--- src/card_irq_pkg.sv ---
// Constants for the card socket status change and interrupt block
// Function
// - A24 pin follows bit 1 in window mode
// - Attribute pin follows bit 0 otherwise
// - Flags clear on reset and hardware standby
// - Soft detect write needs detect enable
// - Pulse mode request flag cleared by zero
// - Level mode bit 5 reads inverted pin
// - Memory-only mode reads bits 5,4 zero
// - Status change flag sets on falling pin
// - Detect flag sets on either detect change
// - Ready flag sets on rising ready pin
// - I/O mode reads bits 2..0 zero
// - Warning flag re-evaluated on battery change
// - Dead flag re-evaluated on battery change
// - Battery pair: 11 good, 01 warn, else dead
// - Enable bits gate sources, cleared on reset
// - Reinit enable clears control on detect change
// - Mode 00 raises no card request interrupt; bit 5 still reads inverted pin
// - Mode 01 interrupts while request low
// - Mode 10 interrupts on falling request
// - Mode 11 interrupts on rising request
// - Enable 4 gates status change interrupt
// - Enable 3 gates detect change interrupt
// - Enable 2 gates ready rise interrupt
// - Enables 1,0 gate battery warn, dead
package card_irq_pkg;
	localparam int ADDR_W = 8;
	localparam logic [7:0] OFS_GENERAL_CONTROL = 8'h00;
	localparam logic [7:0] OFS_SOFTWARE_CONTROL = 8'h04;
	localparam logic [7:0] OFS_CHANGE_FLAGS = 8'h08;
	localparam logic [7:0] OFS_IRQ_ENABLE = 8'h0C;
	localparam logic [2:0] IDX_GCR = 3'h0;
	localparam logic [2:0] IDX_SCR = 3'h1;
	localparam logic [2:0] IDX_FLAGS = 3'h2;
	localparam logic [2:0] IDX_EN = 3'h3;
	localparam logic [2:0] IDX_NONE = 3'h4;
	localparam logic [7:0] GCR_RESET = 8'h00;
	localparam logic [3:0] SCR_RESET = 4'h0;
	localparam logic [7:0] FLAGS_RESET = 8'h00;
	localparam logic [7:0] EN_RESET = 8'h00;
	localparam int GCR_ATTR_BIT = 0;
	localparam int GCR_A24_BIT = 1;
	localparam int GCR_MMOD_BIT = 3;
	localparam int GCR_CARD_TYPE_BIT = 5;
	localparam int FL_SOFT_DETECT = 7;
	localparam int FL_CARD_IRQ = 5;
	localparam int FL_STAT_CHANGE = 4;
	localparam int FL_DETECT_CHANGE = 3;
	localparam int FL_READY_RISE = 2;
	localparam int FL_BATT_WARN = 1;
	localparam int FL_BATT_DEAD = 0;
	localparam int EN_REINIT = 7;
	localparam int EN_MODE_HI = 6;
	localparam int EN_MODE_LO = 5;
	localparam logic [1:0] MODE_OFF = 2'h0;
	localparam logic [1:0] MODE_LEVEL = 2'h1;
	localparam logic [1:0] MODE_FALL = 2'h2;
	localparam logic [1:0] MODE_RISE = 2'h3;
	localparam logic [1:0] BATT_GOOD = 2'h3;
	localparam logic [1:0] BATT_WARN = 2'h1;
	localparam int PIN_READY = 0;
	localparam int PIN_DET_A = 1;
	localparam int PIN_DET_B = 2;
	localparam int PIN_BATT_A = 3;
	localparam int PIN_BATT_B = 4;
	localparam int PIN_N = 5;
	// One past the synchroniser delay, so the edge detector's previous level is real too
	localparam logic [2:0] SETTLE_CYCLES = 3'h5;
	localparam logic [1:0] RESP_OKAY = 2'h0;
	localparam logic [1:0] RESP_SLVERR = 2'h2;
	localparam logic ATTR_IDLE = 1'b1;
endpackage : card_irq_pkg

--- src/card_socket_status_change_irq.sv ---
// Card socket status change flags, interrupt enables and socket pin controls
//
// Design decisions made here: the AXI4-Lite interface to the registers and the register addresses.
`timescale 1ns/1ps
module card_socket_status_change_irq (
	input wire logic aclk,
	input wire logic aresetn,
	input wire logic [7:0] awaddr,
	input wire logic awvalid,
	output logic awready,
	input wire logic [31:0] wdata,
	input wire logic [3:0] wstrb,
	input wire logic wvalid,
	output logic wready,
	output logic [1:0] bresp,
	output logic bvalid,
	input wire logic bready,
	input wire logic [7:0] araddr,
	input wire logic arvalid,
	output logic arready,
	output logic [31:0] rdata,
	output logic [1:0] rresp,
	output logic rvalid,
	input wire logic rready,
	input wire logic hw_standby,
	input wire logic common_access,
	input wire logic card_access,
	input wire logic socket_ready_pin,
	input wire logic socket_detect_pin_a,
	input wire logic socket_detect_pin_b,
	input wire logic socket_batt_pin_a,
	input wire logic socket_batt_pin_b,
	output logic socket_addr_b24_pin,
	output logic socket_attr_select_pin,
	output logic socket_irq
);
	function automatic logic [2:0] reg_index(input logic [7:0] addr);
		logic [2:0] idx;
		idx = card_irq_pkg::IDX_NONE;
		case (addr)
			card_irq_pkg::OFS_GENERAL_CONTROL: idx = card_irq_pkg::IDX_GCR;
			card_irq_pkg::OFS_SOFTWARE_CONTROL: idx = card_irq_pkg::IDX_SCR;
			card_irq_pkg::OFS_CHANGE_FLAGS: idx = card_irq_pkg::IDX_FLAGS;
			card_irq_pkg::OFS_IRQ_ENABLE: idx = card_irq_pkg::IDX_EN;
			default: idx = card_irq_pkg::IDX_NONE;
		endcase
		return idx;
	endfunction : reg_index

	// Returns {warn, dead} for the pair {second, first}
	function automatic logic [1:0] batt_state(input logic [1:0] pair);
		logic [1:0] st;
		st = 2'h0;
		if (pair == card_irq_pkg::BATT_GOOD) begin
			st = 2'h0;
		end else if (pair == card_irq_pkg::BATT_WARN) begin
			st = 2'h2;
		end else begin
			st = 2'h1;
		end
		return st;
	endfunction : batt_state

	logic awready_ff;
	logic wready_ff;
	logic bvalid_ff;
	logic [1:0] bresp_ff;
	logic arready_ff;
	logic rvalid_ff;
	logic [1:0] rresp_ff;
	logic [31:0] rdata_ff;
	logic [7:0] awaddr_ff;
	logic [7:0] wdata_ff;
	logic wstrb0_ff;
	logic [7:0] gcr_ff;
	logic [3:0] scr_ff;
	logic [7:0] en_ff;
	logic [7:0] flags_ff;
	logic [card_irq_pkg::PIN_N-1:0] prev_ff;
	logic [2:0] settle_ff;
	logic a24_ff;
	logic attr_ff;
	logic irq_ff;

	wire logic [card_irq_pkg::PIN_N-1:0] pin_raw;
	wire logic [card_irq_pkg::PIN_N-1:0] pin_lvl;
	assign pin_raw = {socket_batt_pin_b, socket_batt_pin_a, socket_detect_pin_b,
		socket_detect_pin_a, socket_ready_pin};

	generate
		for (genvar gi = 0; gi < card_irq_pkg::PIN_N; gi++) begin : g_sync
			pin_sync u_sync (
				.aclk(aclk),
				.aresetn(aresetn),
				.pin(pin_raw[gi]),
				.level(pin_lvl[gi])
			);
		end
	endgenerate

	// Events held off until the synchronisers hold real pin levels
	wire logic ev_ok;
	wire logic [card_irq_pkg::PIN_N-1:0] pin_rise;
	wire logic [card_irq_pkg::PIN_N-1:0] pin_fall;
	wire logic [card_irq_pkg::PIN_N-1:0] pin_chg;
	assign ev_ok = (settle_ff == card_irq_pkg::SETTLE_CYCLES);
	assign pin_rise = ev_ok ? (pin_lvl & ~prev_ff) : '0;
	assign pin_fall = ev_ok ? (~pin_lvl & prev_ff) : '0;
	assign pin_chg = pin_rise | pin_fall;

	wire logic io_mode;
	wire logic mmod;
	wire logic [1:0] irq_mode;
	wire logic pulse_mode;
	wire logic level_mode;
	wire logic ready_lvl;
	assign io_mode = gcr_ff[card_irq_pkg::GCR_CARD_TYPE_BIT];
	assign mmod = gcr_ff[card_irq_pkg::GCR_MMOD_BIT];
	assign irq_mode = en_ff[card_irq_pkg::EN_MODE_HI:card_irq_pkg::EN_MODE_LO];
	assign pulse_mode = irq_mode[1];
	assign level_mode = (irq_mode == card_irq_pkg::MODE_LEVEL);
	assign ready_lvl = pin_lvl[card_irq_pkg::PIN_READY];

	// Write path: commit once both address and data are held
	wire logic wr_go;
	wire logic [2:0] wr_idx;
	wire logic wr_lane;
	wire logic wr_gcr;
	wire logic wr_scr;
	wire logic wr_fl;
	wire logic wr_en;
	assign wr_go = !awready_ff && !wready_ff && !bvalid_ff;
	assign wr_idx = reg_index(awaddr_ff);
	assign wr_lane = wr_go && wstrb0_ff;
	assign wr_gcr = wr_lane && (wr_idx == card_irq_pkg::IDX_GCR);
	assign wr_scr = wr_lane && (wr_idx == card_irq_pkg::IDX_SCR);
	assign wr_fl = wr_lane && (wr_idx == card_irq_pkg::IDX_FLAGS);
	assign wr_en = wr_lane && (wr_idx == card_irq_pkg::IDX_EN);

	wire logic detect_evt;
	wire logic reinit;
	assign detect_evt = pin_chg[card_irq_pkg::PIN_DET_A] | pin_chg[card_irq_pkg::PIN_DET_B];
	assign reinit = detect_evt && en_ff[card_irq_pkg::EN_REINIT];

	wire logic [7:0] nxt_gcr;
	wire logic [3:0] nxt_scr;
	assign nxt_gcr = reinit ? card_irq_pkg::GCR_RESET : (wr_gcr ? wdata_ff : gcr_ff);
	assign nxt_scr = reinit ? card_irq_pkg::SCR_RESET : (wr_scr ? wdata_ff[3:0] : scr_ff);

	// Flag sources; a set in the same cycle as a clear wins
	wire logic [7:0] fl_clr;
	wire logic edge_evt;
	wire logic set_soft;
	wire logic set_irq;
	wire logic set_stat;
	wire logic set_det;
	wire logic set_rdy;
	wire logic batt_load;
	wire logic [1:0] batt_now;
	assign fl_clr = wr_fl ? ~wdata_ff : 8'h00;
	assign set_soft = wr_fl && wdata_ff[card_irq_pkg::FL_SOFT_DETECT] &&
		en_ff[card_irq_pkg::FL_DETECT_CHANGE];
	assign edge_evt = (irq_mode == card_irq_pkg::MODE_FALL) ? pin_fall[card_irq_pkg::PIN_READY]
		: pin_rise[card_irq_pkg::PIN_READY];
	assign set_irq = io_mode && pulse_mode && edge_evt;
	assign set_stat = io_mode && pin_fall[card_irq_pkg::PIN_BATT_A];
	assign set_det = detect_evt;
	assign set_rdy = !io_mode && pin_rise[card_irq_pkg::PIN_READY];
	assign batt_load = !io_mode && (pin_chg[card_irq_pkg::PIN_BATT_A] | pin_chg[card_irq_pkg::PIN_BATT_B]);
	assign batt_now = batt_state({pin_lvl[card_irq_pkg::PIN_BATT_B], pin_lvl[card_irq_pkg::PIN_BATT_A]});

	wire logic [7:0] nxt_flags;
	assign nxt_flags[7] = set_soft | (flags_ff[7] & ~fl_clr[7]);
	assign nxt_flags[6] = 1'b0;
	assign nxt_flags[5] = pulse_mode & (set_irq | (flags_ff[5] & ~fl_clr[5]));
	assign nxt_flags[4] = set_stat | (flags_ff[4] & ~fl_clr[4]);
	assign nxt_flags[3] = set_det | (flags_ff[3] & ~fl_clr[3]);
	assign nxt_flags[2] = set_rdy | (flags_ff[2] & ~fl_clr[2]);
	assign nxt_flags[1] = batt_load ? batt_now[1] : (flags_ff[1] & ~fl_clr[1]);
	assign nxt_flags[0] = batt_load ? batt_now[0] : (flags_ff[0] & ~fl_clr[0]);

	// What software sees; mode-dependent bits are masked here, not stored
	wire logic view_irq;
	wire logic [7:0] flag_view;
	assign view_irq = io_mode && (pulse_mode ? flags_ff[5] : !ready_lvl);
	assign flag_view = {flags_ff[7], 1'b0, view_irq,
		io_mode & flags_ff[4],
		flags_ff[3],
		io_mode ? 3'h0 : flags_ff[2:0]};

	wire logic nxt_irq;
	assign nxt_irq = (|(flag_view[4:0] & en_ff[4:0]))
		| (flags_ff[7] & en_ff[card_irq_pkg::FL_DETECT_CHANGE])
		| (io_mode & pulse_mode & flags_ff[5])
		| (io_mode & level_mode & !ready_lvl);

	wire logic nxt_a24;
	wire logic nxt_attr;
	assign nxt_a24 = (mmod && common_access) ? gcr_ff[card_irq_pkg::GCR_A24_BIT] : 1'b0;
	assign nxt_attr = (!mmod && card_access) ? gcr_ff[card_irq_pkg::GCR_ATTR_BIT]
		: card_irq_pkg::ATTR_IDLE;

	wire logic [2:0] rd_idx;
	wire logic [7:0] rd_byte;
	assign rd_idx = reg_index(araddr);
	assign rd_byte = (rd_idx == card_irq_pkg::IDX_GCR) ? gcr_ff
		: (rd_idx == card_irq_pkg::IDX_SCR) ? {4'h0, scr_ff}
		: (rd_idx == card_irq_pkg::IDX_FLAGS) ? flag_view
		: (rd_idx == card_irq_pkg::IDX_EN) ? en_ff : 8'h00;

	always_ff @(posedge aclk) begin
		if (!aresetn) begin
			awready_ff <= 1'b1;
			wready_ff <= 1'b1;
			bvalid_ff <= 1'b0;
			bresp_ff <= card_irq_pkg::RESP_OKAY;
			awaddr_ff <= 8'h00;
			wdata_ff <= 8'h00;
			wstrb0_ff <= 1'b0;
		end else begin
			if (awvalid && awready_ff) begin
				awaddr_ff <= awaddr;
				awready_ff <= 1'b0;
			end
			if (wvalid && wready_ff) begin
				wdata_ff <= wdata[7:0];
				wstrb0_ff <= wstrb[0];
				wready_ff <= 1'b0;
			end
			if (wr_go) begin
				bvalid_ff <= 1'b1;
				bresp_ff <= (wr_idx == card_irq_pkg::IDX_NONE) ? card_irq_pkg::RESP_SLVERR
					: card_irq_pkg::RESP_OKAY;
			end else if (bvalid_ff && bready) begin
				bvalid_ff <= 1'b0;
				awready_ff <= 1'b1;
				wready_ff <= 1'b1;
			end
		end
	end

	always_ff @(posedge aclk) begin
		if (!aresetn) begin
			arready_ff <= 1'b1;
			rvalid_ff <= 1'b0;
			rresp_ff <= card_irq_pkg::RESP_OKAY;
			rdata_ff <= 32'h00000000;
		end else if (arvalid && arready_ff) begin
			arready_ff <= 1'b0;
			rvalid_ff <= 1'b1;
			rdata_ff <= {24'h000000, rd_byte};
			rresp_ff <= (rd_idx == card_irq_pkg::IDX_NONE) ? card_irq_pkg::RESP_SLVERR
				: card_irq_pkg::RESP_OKAY;
		end else if (rvalid_ff && rready) begin
			rvalid_ff <= 1'b0;
			arready_ff <= 1'b1;
		end
	end

	always_ff @(posedge aclk) begin
		if (!aresetn) begin
			gcr_ff <= card_irq_pkg::GCR_RESET;
			scr_ff <= card_irq_pkg::SCR_RESET;
			en_ff <= card_irq_pkg::EN_RESET;
		end else begin
			gcr_ff <= nxt_gcr;
			scr_ff <= nxt_scr;
			if (wr_en) begin
				en_ff <= wdata_ff;
			end
		end
	end

	// Hardware standby wipes the flags but keeps the enables
	always_ff @(posedge aclk) begin
		if (!aresetn || hw_standby) begin
			flags_ff <= card_irq_pkg::FLAGS_RESET;
		end else begin
			flags_ff <= nxt_flags;
		end
	end

	always_ff @(posedge aclk) begin
		if (!aresetn) begin
			prev_ff <= '0;
			settle_ff <= 3'h0;
			a24_ff <= 1'b0;
			attr_ff <= card_irq_pkg::ATTR_IDLE;
			irq_ff <= 1'b0;
		end else begin
			prev_ff <= pin_lvl;
			if (!ev_ok) begin
				settle_ff <= settle_ff + 3'h1;
			end
			a24_ff <= nxt_a24;
			attr_ff <= nxt_attr;
			irq_ff <= nxt_irq;
		end
	end

	assign awready = awready_ff;
	assign wready = wready_ff;
	assign bvalid = bvalid_ff;
	assign bresp = bresp_ff;
	assign arready = arready_ff;
	assign rvalid = rvalid_ff;
	assign rresp = rresp_ff;
	assign rdata = rdata_ff;
	assign socket_addr_b24_pin = a24_ff;
	assign socket_attr_select_pin = attr_ff;
	assign socket_irq = irq_ff;

	a_addr24_drive: assert property (@(posedge aclk) disable iff (!aresetn)
		$past(mmod && common_access) |-> a24_ff == $past(gcr_ff[card_irq_pkg::GCR_A24_BIT]))
		else $error("a24 pin does not follow control bit 1");
	a_attr_drive: assert property (@(posedge aclk) disable iff (!aresetn)
		$past(!mmod && card_access) |-> attr_ff == $past(gcr_ff[card_irq_pkg::GCR_ATTR_BIT]))
		else $error("attribute pin does not follow control bit 0");
	a_standby_clear: assert property (@(posedge aclk) disable iff (!aresetn)
		hw_standby |=> flags_ff == card_irq_pkg::FLAGS_RESET)
		else $error("flags survived hardware standby");
	a_soft_gate: assert property (@(posedge aclk) disable iff (!aresetn || hw_standby)
		wr_fl && wdata_ff[7] |=> flags_ff[7] == $past(en_ff[3] | flags_ff[7]))
		else $error("soft detect write ignored its enable");
	a_level_view: assert property (@(posedge aclk) disable iff (!aresetn)
		io_mode && !pulse_mode |-> flag_view[5] == !ready_lvl)
		else $error("level mode bit 5 not inverted pin");
	a_mem_zero: assert property (@(posedge aclk) disable iff (!aresetn)
		!io_mode |-> flag_view[5:4] == 2'h0)
		else $error("memory mode shows request bits");
	a_io_zero: assert property (@(posedge aclk) disable iff (!aresetn)
		io_mode |-> flag_view[2:0] == 3'h0)
		else $error("io mode shows ready or battery bits");
	a_stat_set: assert property (@(posedge aclk) disable iff (!aresetn || hw_standby)
		io_mode && pin_fall[card_irq_pkg::PIN_BATT_A] |=> flags_ff[4])
		else $error("status change edge lost");
	a_detect_set: assert property (@(posedge aclk) disable iff (!aresetn || hw_standby)
		detect_evt |=> flags_ff[3])
		else $error("detect change lost");
	a_batt_eval: assert property (@(posedge aclk) disable iff (!aresetn || hw_standby)
		batt_load |=> flags_ff[1:0] == batt_state($past({pin_lvl[4], pin_lvl[3]})))
		else $error("battery flags not re-evaluated");
	a_reinit_clear: assert property (@(posedge aclk) disable iff (!aresetn)
		reinit |=> gcr_ff == card_irq_pkg::GCR_RESET && scr_ff == card_irq_pkg::SCR_RESET)
		else $error("control not reinitialised on detect change");
	a_level_irq: assert property (@(posedge aclk) disable iff (!aresetn)
		io_mode && level_mode && !ready_lvl |=> socket_irq)
		else $error("level request did not interrupt");
	a_irq_quiet: assert property (@(posedge aclk) disable iff (!aresetn)
		(en_ff[4:0] == 5'h00) && (irq_mode == card_irq_pkg::MODE_OFF) && !en_ff[3] |=> !socket_irq)
		else $error("interrupt with every source disabled");
endmodule : card_socket_status_change_irq

--- src/pin_sync.sv ---
// Three-stage pin synchroniser with agreement filter
`timescale 1ns/1ps
module pin_sync (
	input wire logic aclk,
	input wire logic aresetn,
	input wire logic pin,
	output logic level
);
	logic meta_ff;
	logic s2_ff;
	logic s3_ff;
	logic level_ff;

	// Only s2 and s3 are compared; meta_ff feeds s2 alone
	always_ff @(posedge aclk) begin
		if (!aresetn) begin
			meta_ff <= 1'b0;
			s2_ff <= 1'b0;
			s3_ff <= 1'b0;
			level_ff <= 1'b0;
		end else begin
			meta_ff <= pin;
			s2_ff <= meta_ff;
			s3_ff <= s2_ff;
			if (s2_ff == s3_ff) begin
				level_ff <= s3_ff;
			end
		end
	end

	assign level = level_ff;
endmodule : pin_sync

--- config.mk ---
export PLATFORM = sky130hd
export DESIGN_NAME = card_socket_status_change_irq
export DESIGN_NICKNAME = d
export VERILOG_FILES = /design/src/card_irq_pkg.sv /design/src/card_socket_status_change_irq.sv /design/src/pin_sync.sv
export SDC_FILE = /design/constraint.sdc
export NUM_CORES = 1
export LEC_CHECK = 0
export BUFFER_PORTS_ARGS = -buffer_cell sky130_fd_sc_hd__buf_2
export CORE_MARGIN = 8
export CORE_UTILIZATION = 25
export CTS_BUF_LIST = sky130_fd_sc_hd__clkbuf_4 sky130_fd_sc_hd__clkbuf_8
export DETAILED_ROUTE_END_ITERATION = 6
export GPL_ROUTABILITY_DRIVEN = 0
export SLEW_MARGIN = 10
export SYNTH_ARGS = -nofsm -noshare
export SYNTH_HDL_FRONTEND = slang
export SYNTH_SLANG_ARGS = --single-unit
--- constraint.sdc ---
create_clock -name aclk -period 2.3 [get_ports aclk]
set_clock_uncertainty 0.15 [all_clocks]
set_input_delay 0.46 -clock aclk [delete_from_list [all_inputs] [get_ports aclk]]
set_output_delay 0.46 -clock aclk [all_outputs]
set_load 0.01 [all_outputs]
Word-level counts from Yosys, hierarchy flattened
Cells that the tools add are included.
{"block": "classes", "n_eq_ne": 24, "reduce_logical": 41, "n_bitwise": 39, "n_mux": 30, "addsub": 1}
{"cell": "$mux W8", "n": 5}
{"cell": "$eq A8 B4 Y1 const B", "n": 4}
{"cell": "$pmux W3 S4", "n": 2}
{"cell": "$logic_and A1 B1 Y1", "n": 23}
{"cell": "$eq A8 B3 Y1 const B", "n": 2}
{"cell": "$logic_not A8 Y1", "n": 2}
{"cell": "$mux W1", "n": 16}
{"cell": "$and A5 B5 Y5", "n": 3}
{"cell": "$and A1 B1 Y1", "n": 14}
{"cell": "$eq A3 B2 Y1 const B", "n": 4}
{"cell": "$mux W5", "n": 2}
{"cell": "$not A5 Y5", "n": 2}
{"cell": "$or A1 B1 Y1", "n": 10}
{"cell": "$eq A3 B3 Y1 const B", "n": 3}
{"cell": "$mux W2", "n": 4}
{"cell": "$not A1 Y1", "n": 8}
{"cell": "$not A8 Y8", "n": 1}
{"cell": "$logic_not A1 Y1", "n": 7}
{"cell": "$eq A3 B1 Y1 const B", "n": 2}
{"cell": "$logic_not A3 Y1", "n": 2}
{"cell": "$eq A1 B1 Y1", "n": 5}
{"cell": "$or A5 B5 Y5", "n": 1}
{"cell": "$reduce_or A5 Y1", "n": 1}
{"cell": "$eq A2 B1 Y1 const B", "n": 2}
{"cell": "other kinds (7)", "n": 10}
{"block": "word_totals", "register_bits": 92, "output_inout_bits": 44, "inputBits": 67}

Longest topological paths before layout
Gate-level depths: netlist (run 1).
{"block": "depth", "word_depth": 10, "ltp_mapped": 7}

Hierarchy
Synthesis (run 1) repeated with hierarchy kept, for this count alone.
{"block": "unflattened", "cells_unflattened": 408, "hier_area_um2": 3697.3}
{"module": "card_socket_status_change_irq", "cells_each": 358, "seq_area_each_um2": 1401.3, "instances": 1, "area_per_inst_um2": 3115.5}
{"module": "pin_sync", "cells_each": 10, "seq_area_each_um2": 80.1, "instances": 5, "area_per_inst_um2": 116.4}

Least setup slack after synthesis (run 1)
OpenSTA, ideal clock, no wires.
{"block": "synth_timing", "path_type": "reg-to-reg", "start": "register settle_ff[0]", "end": "register gcr_ff[0]", "path_stages_with_launch": 7, "slack_ps": 586, "t_arrival_ps": 1436, "synth_period_minus_slack_ps": 1714, "path_cell_list": "dfxtp_1 > ha_1 > and2_1 > o21ai_0 > o21ai_0 > clkbuf_1 > nor2_1"}
{"block": "synth_between", "elab_chain_len": 6, "elab_cells_between_ends": 7, "classes_between": "eq/ne: 1; mux: 2; bitwise: 2; reduce/logical: 2"}
{"item": "from (decl)", "line": "card_socket_status_change_irq.sv:80", "source": "logic [2:0] settle_ff;"}
{"item": "from (signal assigned)", "line": "card_socket_status_change_irq.sv:293", "source": "settle_ff <= settle_ff + 3'h1;"}
{"item": "$eq A3 B3 Y1 (*)", "line": "card_socket_status_change_irq.sv:106", "source": "assign ev_ok = (settle_ff == card_irq_pkg::SETTLE_CYCLES);"}
{"item": "$mux W5, on equally long branches", "line": "card_socket_status_change_irq.sv:107, card_socket_status_change_irq.sv:108"}
{"item": "$or A5 B5 Y5 (*)", "line": "card_socket_status_change_irq.sv:109", "source": "assign pin_chg = pin_rise | pin_fall;"}
{"item": "$or A1 B1 Y1 (*)", "line": "card_socket_status_change_irq.sv:142", "source": "assign detect_evt = pin_chg[card_irq_pkg::PIN_DET_A] | pin_chg[card_irq_pkg::PIN_DET_B];"}
{"item": "$logic_and A1 B1 Y1 (*)", "line": "card_socket_status_change_irq.sv:143", "source": "assign reinit = detect_evt && en_ff[card_irq_pkg::EN_REINIT];"}
{"item": "$reduce_or A2 Y1 (no source line) (*)"}
{"item": "to (signal assigned)", "line": "card_socket_status_change_irq.sv:262", "source": "gcr_ff <= card_irq_pkg::GCR_RESET;"}
{"item": "to (signal assigned)", "line": "card_socket_status_change_irq.sv:266", "source": "gcr_ff <= nxt_gcr;"}
{"item": "to (decl)", "line": "card_socket_status_change_irq.sv:75", "source": "logic [7:0] gcr_ff;"}
Mark *: on every way between the ends. The rest lies on a longest branch, timed or not.
A chain may end at the register's enable or synchronous reset.

Final worst setup path (run 1)
{"block": "layout_timing", "start": "register wready_ff (netlist: wready)", "end": "register gcr_ff[5]"}
{"block": "layout_between", "elab_chain_len": 5}
{"item": "from (decl)", "line": "card_socket_status_change_irq.sv:65", "source": "logic wready_ff;"}
{"item": "from (signal assigned)", "line": "card_socket_status_change_irq.sv:214", "source": "wready_ff <= 1'b1;"}
{"item": "from (signal assigned)", "line": "card_socket_status_change_irq.sv:228", "source": "wready_ff <= 1'b0;"}
{"item": "from (signal assigned)", "line": "card_socket_status_change_irq.sv:237", "source": "wready_ff <= 1'b1;"}
{"item": "$logic_not A1 Y1", "line": "card_socket_status_change_irq.sv:132", "source": "assign wr_go = !awready_ff && !wready_ff && !bvalid_ff;"}
{"item": "$logic_and A1 B1 Y1 (2 in series)", "line": "card_socket_status_change_irq.sv:132"}
{"item": "$logic_and A1 B1 Y1", "line": "card_socket_status_change_irq.sv:134", "source": "assign wr_lane = wr_go && wstrb0_ff;"}
{"item": "$logic_and A1 B1 Y1", "line": "card_socket_status_change_irq.sv:135", "source": "assign wr_gcr = wr_lane && (wr_idx == card_irq_pkg::IDX_GCR);"}
No other way between the ends.

==> results by group, run 1 <==
Outcome
  • Status: complete, no violations

Clocking
  • Clk root buf: clkbuf_8
  • Clock Pin Slew Worst Setup and Hold Paths: 0.09 ns
  • H-Tree Level Count: 3
  • Post_cts resized: 0
  • Num CTS Buffers: 9
  • CTS tree: done
  • CTS Hold Bufs: 0
  • Clk_lat worst skew: 0.36 ns
  • CTS Buffer Depth: 2
  • Clk sink count: 90
  • # Post-CTS Setup Buffers: 0

Power and ir drop
  • Peak supply drop: 0.297 mV
  • PwrDens: 680 nW/um2
  • Pleak: 0.00192 uW

Logic synthesis
  • Yosys reg bits: 90
  • Async S/R FF share, synth: 0%
  • Syn. warnings: 0
  • Syn avg cell area: 9.59 um2
  • Register area share after synthesis: 47.9%
  • Cell count after synthesis: 392
  • Synth area leaders: dfxtp_1 48%, a21boi_0 5.6%, mux2i_1 5.3%
  • Post-synth EDFFs: 0
  • Synth cell types: 47
  • Synth Flop Type: dfxtp_1
  • Synth top area share: 47.9%
  • Post-Syn Area: 3760 um2
  • Synth area leader: dfxtp_1

Die
  • IO Count: 111
  • Die X: 139 um
  • Die height: 139 um
  • Initial core utilization: 25.1%
  • Total die area: 19,200 um2
  • Core box area: 15,000 um2
  • FP Rows: 45

Worst setup path
  • WP data arrival: 2.04 ns
  • Crit. Startpoint: wready$_SDFF_PN1_
  • Max FO, Critical Path: 14
  • Worst r2r dst: gcr_ff[5]$_SDFFE_PP0P_
  • R2R Setup Slk: 0.36 ns
  • Critical Path Sink: gcr_ff[5]$_SDFFE_PP0P_
  • CP Launch Type: register
  • Worst reg2reg path depth: 4
  • Required time of the critical path: 2.40 ns
  • CP Capture Type: register
  • RR Startpoint: wready$_SDFF_PN1_
  • Crit Path Class: register to register

Cells and area
  • Multi-input gate area: 1770 um2
  • Layout Cells excl Fill: 640
  • Area Growth Syn to Fin: 15.7%
  • Antenna cells: 0
  • Final Net Count: 516
  • Reg area: 1800 um2
  • Fillcell total: 1,599
  • Share of cells above drive strength 1: 19.9%

Routing
  • Drt pass-1 iters: 4
  • DRC Markers: 0
  • Via Count: 2,799
  • Final WL: 8640 um
  • Vias per cell: 4.37
  • DRT antenna net count: 0
  • Iter 0 DRT Violations: 182
  • DR WL/cell: 13.5 um

Placement
  • Dpl cells: 624
  • I/O Buffers: 57
  • Detail Placement HPWL: 6520 um

Global routing
  • First-pass GRT wire length: 14,200 um
  • Gr usage total: 9.14%
  • Initial antenna violation count: 0
  • Vias in the first global route: 2,814
  • Largest net degree at the start of global routing: 26
  • Total gr overflow: 0

Timing
  • Unrepaired setup endpoints after global routing: no
  • Final Hold Fails: 0
  • Count of final setup violators: 0
  • Setup TNS: 0 ns
  • Period Utilization, post-route: 84.3%
  • Max-slew violation count: 0
  • Peak Freq: 516 MHz
  • Crit path time final: 1.94 ns

Flow run
  • Max-cap viol count: 0

Worst hold path
  • Worst Hold Class: input pin to register
[worst min-delay path by stage]
stage	startpoint	to	slack, ns	cells past startpoint
2_1_floorplan	g_sync[0].u_sync.meta_ff$_SDFF_PN0_	g_sync[0].u_sync.s2_ff$_SDFF_PN0_	0.26	1
3_3_place_gp	g_sync[2].u_sync.meta_ff$_SDFF_PN0_	g_sync[2].u_sync.s2_ff$_SDFF_PN0_	0.27	1
3_5_place_dp	g_sync[1].u_sync.meta_ff$_SDFF_PN0_	g_sync[1].u_sync.s2_ff$_SDFF_PN0_	0.27	1
4_1_cts	card_access	socket_attr_select_pin$_SDFF_PN1_	0.12	2
5_1_grt	card_access	socket_attr_select_pin$_SDFF_PN1_	0.11	2
6_report	card_access	socket_attr_select_pin$_SDFF_PN1_	0.13	2
[cell usage after synthesis (all sizes together) (2+ instances only)]
| cell type | number |
|---|---|
| mux2 | 2 |
| o211ai | 2 |
| and3 | 3 |
| nand2b | 3 |
| buf | 28 |
| o21ai | 19 |
| clkbuf | 14 |
| nand4b | 2 |
| a21boi | 28 |
| inv | 6 |
| ha | 2 |
| a211oi | 3 |
| o211a | 3 |
| nand2 | 35 |
| and2 | 24 |
| nor2 | 19 |
| a21oi | 10 |
| a22o | 5 |
| mux2i | 20 |
| a22oi | 4 |
| nand4 | 5 |
| and3b | 2 |
| a222oi | 2 |
| nor2b | 16 |
| nand3 | 23 |
| dfxtp | 90 |
| nor3 | 2 |
| xor2 | 4 |
[stage by stage]
stage / power, uW / hold slack, ns / utilization (%) / area [um2] / setup slack [ns]
floorplan: 1840 / 0.262 / - / 3850 / 0.586
global placement: 1890 / 0.267 / 27.7 / 4150 / 0.398
detailed placement: 1900 / 0.268 / 27.7 / 4150 / 0.358
CTS: 3000 / 0.121 / 29.1 / 4350 / 0.342
global route: 3110 / 0.107 / 29.1 / 4350 / 0.273
finish: 2960 / 0.134 / 29.1 / 4350 / 0.362
[registers in the layout, summed over array words and instances, names as in the netlist, 3 cells and up]
signal,cells
rdata,8
awaddr_ff,8
gcr_ff,8
g_sync.u_sync.s2_ff,5
g_sync.u_sync.level,5
en_ff,8
g_sync.u_sync.meta_ff,5
flags_ff,7
prev_ff,5
g_sync.u_sync.s3_ff,5
settle_ff,3
wdata_ff,8
scr_ff,4
[layout make-up]
type,count,share of cell area (%)
Tap cell,188,5.41
Sequential cell,90,41.4
Multi-Input combinational cell,279,40.7
Clock buffer,10,3.16
Inverter,6,0.518
Clock inverter,6,1.52
Timing Repair Buffer,61,7.25
[report_power, final]
part,internal [uW],switching (uW),leakage [uW]
Combinational,88.2,128,0.00109
Clock,531,565,0.0000945
Sequential,1600,44.6,0.000733
[kinds of logic after synthesis]
| group | count (synthesis) | share of synthesized area, % |
|---|---|---|
| flops | 90 | 47.9 |
| mux | 23 | 6.52 |
| compound gates | 82 | 15.1 |
| other cells | 1 | 0.0997 |
| xor+xnor | 5 | 1.16 |
| simple gates | 141 | 21.1 |
| fa+ha+maj | 2 | 0.665 |
| buf+inv | 48 | 7.45 |
[cell usage in the layout, fill, tap and decap left out, types with 5 or more instances in the layout]
master    count
o21ai_0      19
clkbuf_8     10
dfxtp_1      90
and2_1       24
nand3_1      23
a21oi_1      10
nand2_1      35
nor2b_1      16
a21boi_0     28
mux2i_1      20
buf_2        57
a22o_1        5
inv_1         6
nor2_1       19
conb_1       26
[per-layer routing]
layer	global-route usage [%]	vias up	wire, um
li1	-	1411	-
met1	10.7	1311	3930
met2	14.7	66	4080
met3	3.55	11	502
met4	3.58	0	132
met5	0	-	0
[worst max-delay path, cell delays in order (launching register included)]
cell     delay (ns)
dfxtp_1        0.46
nor4b_2        0.43
nand4_2        0.43
mux2i_1        0.31
nor2_1         0.06
No activity file was read; power rests on OpenSTA's default activity.
==> run 2: changes to the inputs <==
- clock period: 2.3 -> 1.95 ns (I/O delays scaled with it)
==> run 2 against run 1 <==
Effect of this change: sequential power up 17%; setup slack worse by 0.19 ns; flip-flop and latch count unchanged; via count about the same; critical path type unchanged; critical endpoint is now scr_ff[1]$_SDFFE_PP0P_; largest cell class unchanged.
==> results by group, run 2 (same netlist as run 1, synthesis figures left out) <==
Clocking
  • H-Tree Level Count: 3 (unchanged)
  • CTS Buffer Depth: 2 (unchanged)
  • Num CTS Buffers: 9 (unchanged)
  • Clock Pin Slew Worst Setup and Hold Paths: 0.08 ns (was 0.09 ns)
  • Clk root buf: clkbuf_8 (unchanged)
  • CTS Hold Bufs: 0 (unchanged)
  • CTS tree: done (unchanged)
  • Clk_lat worst skew: 0.36 ns (about the same)
  • Clk sink count: 90 (unchanged)

Global routing
  • Total gr overflow: 0 (unchanged)
  • Met1 usage: 11.1% (was 10.7%)
  • Initial antenna violation count: 0 (unchanged)
  • Grt met3 use: 3.82% (was 3.55%)
  • Vias in the first global route: 2,792 (was 2,814)
  • First-pass GRT wire length: 14,200 um (unchanged)
  • Gr usage total: 9.04% (was 9.14%)
  • Busiest grt layer: met2 (unchanged)
  • GR Util met2: 14.3% (was 14.7%)
  • Largest net degree at the start of global routing: 30 (was 26)

Outcome
  • Status: complete, no violations (unchanged)

Cells and area
  • Reg area: 1800 um2 (unchanged)
  • Fillcell total: 1,606 (was 1,599)
  • Antenna cells: 0 (unchanged)
  • Most frequent cells in the layout: 90 x dfxtp_1, 57 x buf_2, 35 x nand2_1, 28 x a21boi_0, 26 x conb_1 (unchanged)
  • Final Net Count: 522 (was 516)
  • Commonest non-fill, non-tap cell in the layout: dfxtp_1 (unchanged)
  • Area Growth Syn to Fin: 17.1% (was 15.7%)
  • Share of cells above drive strength 1: 20.6% (was 19.9%)
  • Fin util: 29.4% (was 29.1%)
  • Multi-input gate area: 1770 um2 (unchanged)

Routing
  • DRC Markers: 0 (unchanged)
  • DR WL/cell: 13.1 um (was 13.5 um)
  • Iter 0 DRT Violations: 228 (was 182)
  • DRT antenna net count: 0 (unchanged)
  • Vias per cell: 4.35 (was 4.37)
  • Drt pass-1 iters: 4 (unchanged)
  • Via Count: 2,801 (was 2,799)
  • Final WL: 8430 um (was 8640 um)

Die
  • IO Count: 111 (unchanged)
  • FP Rows: 45 (unchanged)
  • Total die area: 19,200 um2 (unchanged)
  • Die X: 139 um (unchanged)
  • Core box area: 15,000 um2 (unchanged)
  • Initial core utilization: 25.1% (unchanged)
  • Die height: 139 um (unchanged)

Worst setup path
  • CP max-delay cell: dfxtp_1 (unchanged)
  • Cell depth of the worst setup path: 6 (was 4)
  • Delay of the slowest critical-path stage: 0.39 ns (was 0.46 ns)
  • Max FO, Critical Path: 8 (was 14)
  • WP data arrival: 1.88 ns (was 2.04 ns)
  • Crit Path Class: register to register (unchanged)
  • Worst reg2reg path depth: 6 (was 4)
  • Required time of the critical path: 2.05 ns (was 2.40 ns)
  • Worst path buffer plus inverter count: 1 (was 0)
  • CP Capture Type: register (unchanged)
  • CP Launch Type: register (unchanged)
  • Crit path max-delay family: compound AO/OA/AOI/OAI gates (was simple AND/OR/NAND/NOR gates)
  • R2R Setup Slk: 0.17 ns (was 0.36 ns)
  • CP Cell Sequence: ha_1, and2_1, o21ai_0, o21ai_1, buf_4, nor2_1 (was nor4b_2, nand4_2, mux2i_1, nor2_1)

Timing
  • Peak Freq: 562 MHz (was 516 MHz)
  • Max-slew violation count: 0 (unchanged)
  • Period Utilization, post-route: 91.3% (was 84.3%)
  • Crit path time final: 1.78 ns (was 1.94 ns)
  • Unrepaired setup endpoints after global routing: no (unchanged)
  • Final hold slack: 0.0667 ns (was 0.134 ns)
  • Final Hold Fails: 0 (unchanged)
  • Count of final setup violators: 0 (unchanged)
  • Setup TNS: 0 ns (unchanged)

Worst hold path
  • Worst Hold Class: input pin to register (unchanged)
  • Hold path depth: 2 (unchanged)

Power and ir drop
  • PwrDens: 812 nW/um2 (was 680 nW/um2)
  • Peak supply drop: 0.333 mV (was 0.297 mV)
  • Pleak: 0.00196 uW (was 0.00192 uW)

Placement
  • Detail Placement HPWL: 6410 um (was 6520 um)
  • I/O Buffers: 57 (unchanged)

Flow run
  • Max-cap viol count: 0 (unchanged)
run 2: changes by cell type in the layout (fill, tap and decap cells not counted):
cell | previous run | this run
buf_4 | 4 | 10
clkinvlp_4 | 3 | 0
bufinv_16 | 1 | 2
clkbuf_4 | 0 | 1
clkinv_4 | 1 | 0
o21ai_0 | 19 | 18
o21ai_1 | 0 | 1
run 2: layer usage:
metal / part of all wire, % / vias up
met1: 46 / 1290
li1: - / 1426
met5: 0 / -
met2: 46 / 79
met4: 0.60 / 0
met3: 6.9 / 6
run 2: per-stage QoR:
stage	setup WS (ns)	area, um2	instances	power (uW)
6_report	0.170	4400	644	3580
5_1_grt	0.0561	4400	644	3770
4_1_cts	0.0541	4400	644	3630
3_5_place_dp	0.0886	4190	630	2250
3_3_place_gp	0.108	4190	630	2240
2_1_floorplan	0.236	3850	417	2170
run 2: power breakdown:
part	leakage [uW]	switching (uW)	internal, uW
logic	0.00111	158	110
clock network	0.000109	619	756
registers	0.000733	44.5	1890
run 2: path summary, 6_finish.rpt:
check / startpoint / endpoint
setup / recovery: settle_ff[0]$_SDFFE_PN0N_ / scr_ff[1]$_SDFFE_PP0P_
hold reg to reg: g_sync[2].u_sync.meta_ff$_SDFF_PN0_ / g_sync[2].u_sync.s2_ff$_SDFF_PN0_
hold / removal: card_access / socket_attr_select_pin$_SDFF_PN1_
setup reg to reg: settle_ff[0]$_SDFFE_PN0N_ / scr_ff[1]$_SDFFE_PP0P_
run 2: timing repair:
item                                   CTS  global route
endpoints found under the hold margin    0             0
setup endpoints to repair                0             8
buffers inserted                         0             0
resized for setup                        0             1
run 2: final cells by class:
| cell class | instances | area share (%) |
|---|---|---|
| Clock buffer | 11 | 3.30 |
| Clock inverter | 3 | 1.48 |
| Inverter | 6 | 0.512 |
| Multi-Input combinational cell | 279 | 40.3 |
| Sequential cell | 90 | 40.9 |
| Tap cell | 188 | 5.34 |
| Timing Repair Buffer | 67 | 8.18 |
run 2: worst reg2reg max path, stage by stage (launching register included):
cell	delay (ns)
dfxtp_1	0.39
ha_1	0.22
and2_1	0.23
o21ai_0	0.21
o21ai_1	0.24
buf_4	0.19
nor2_1	0.05
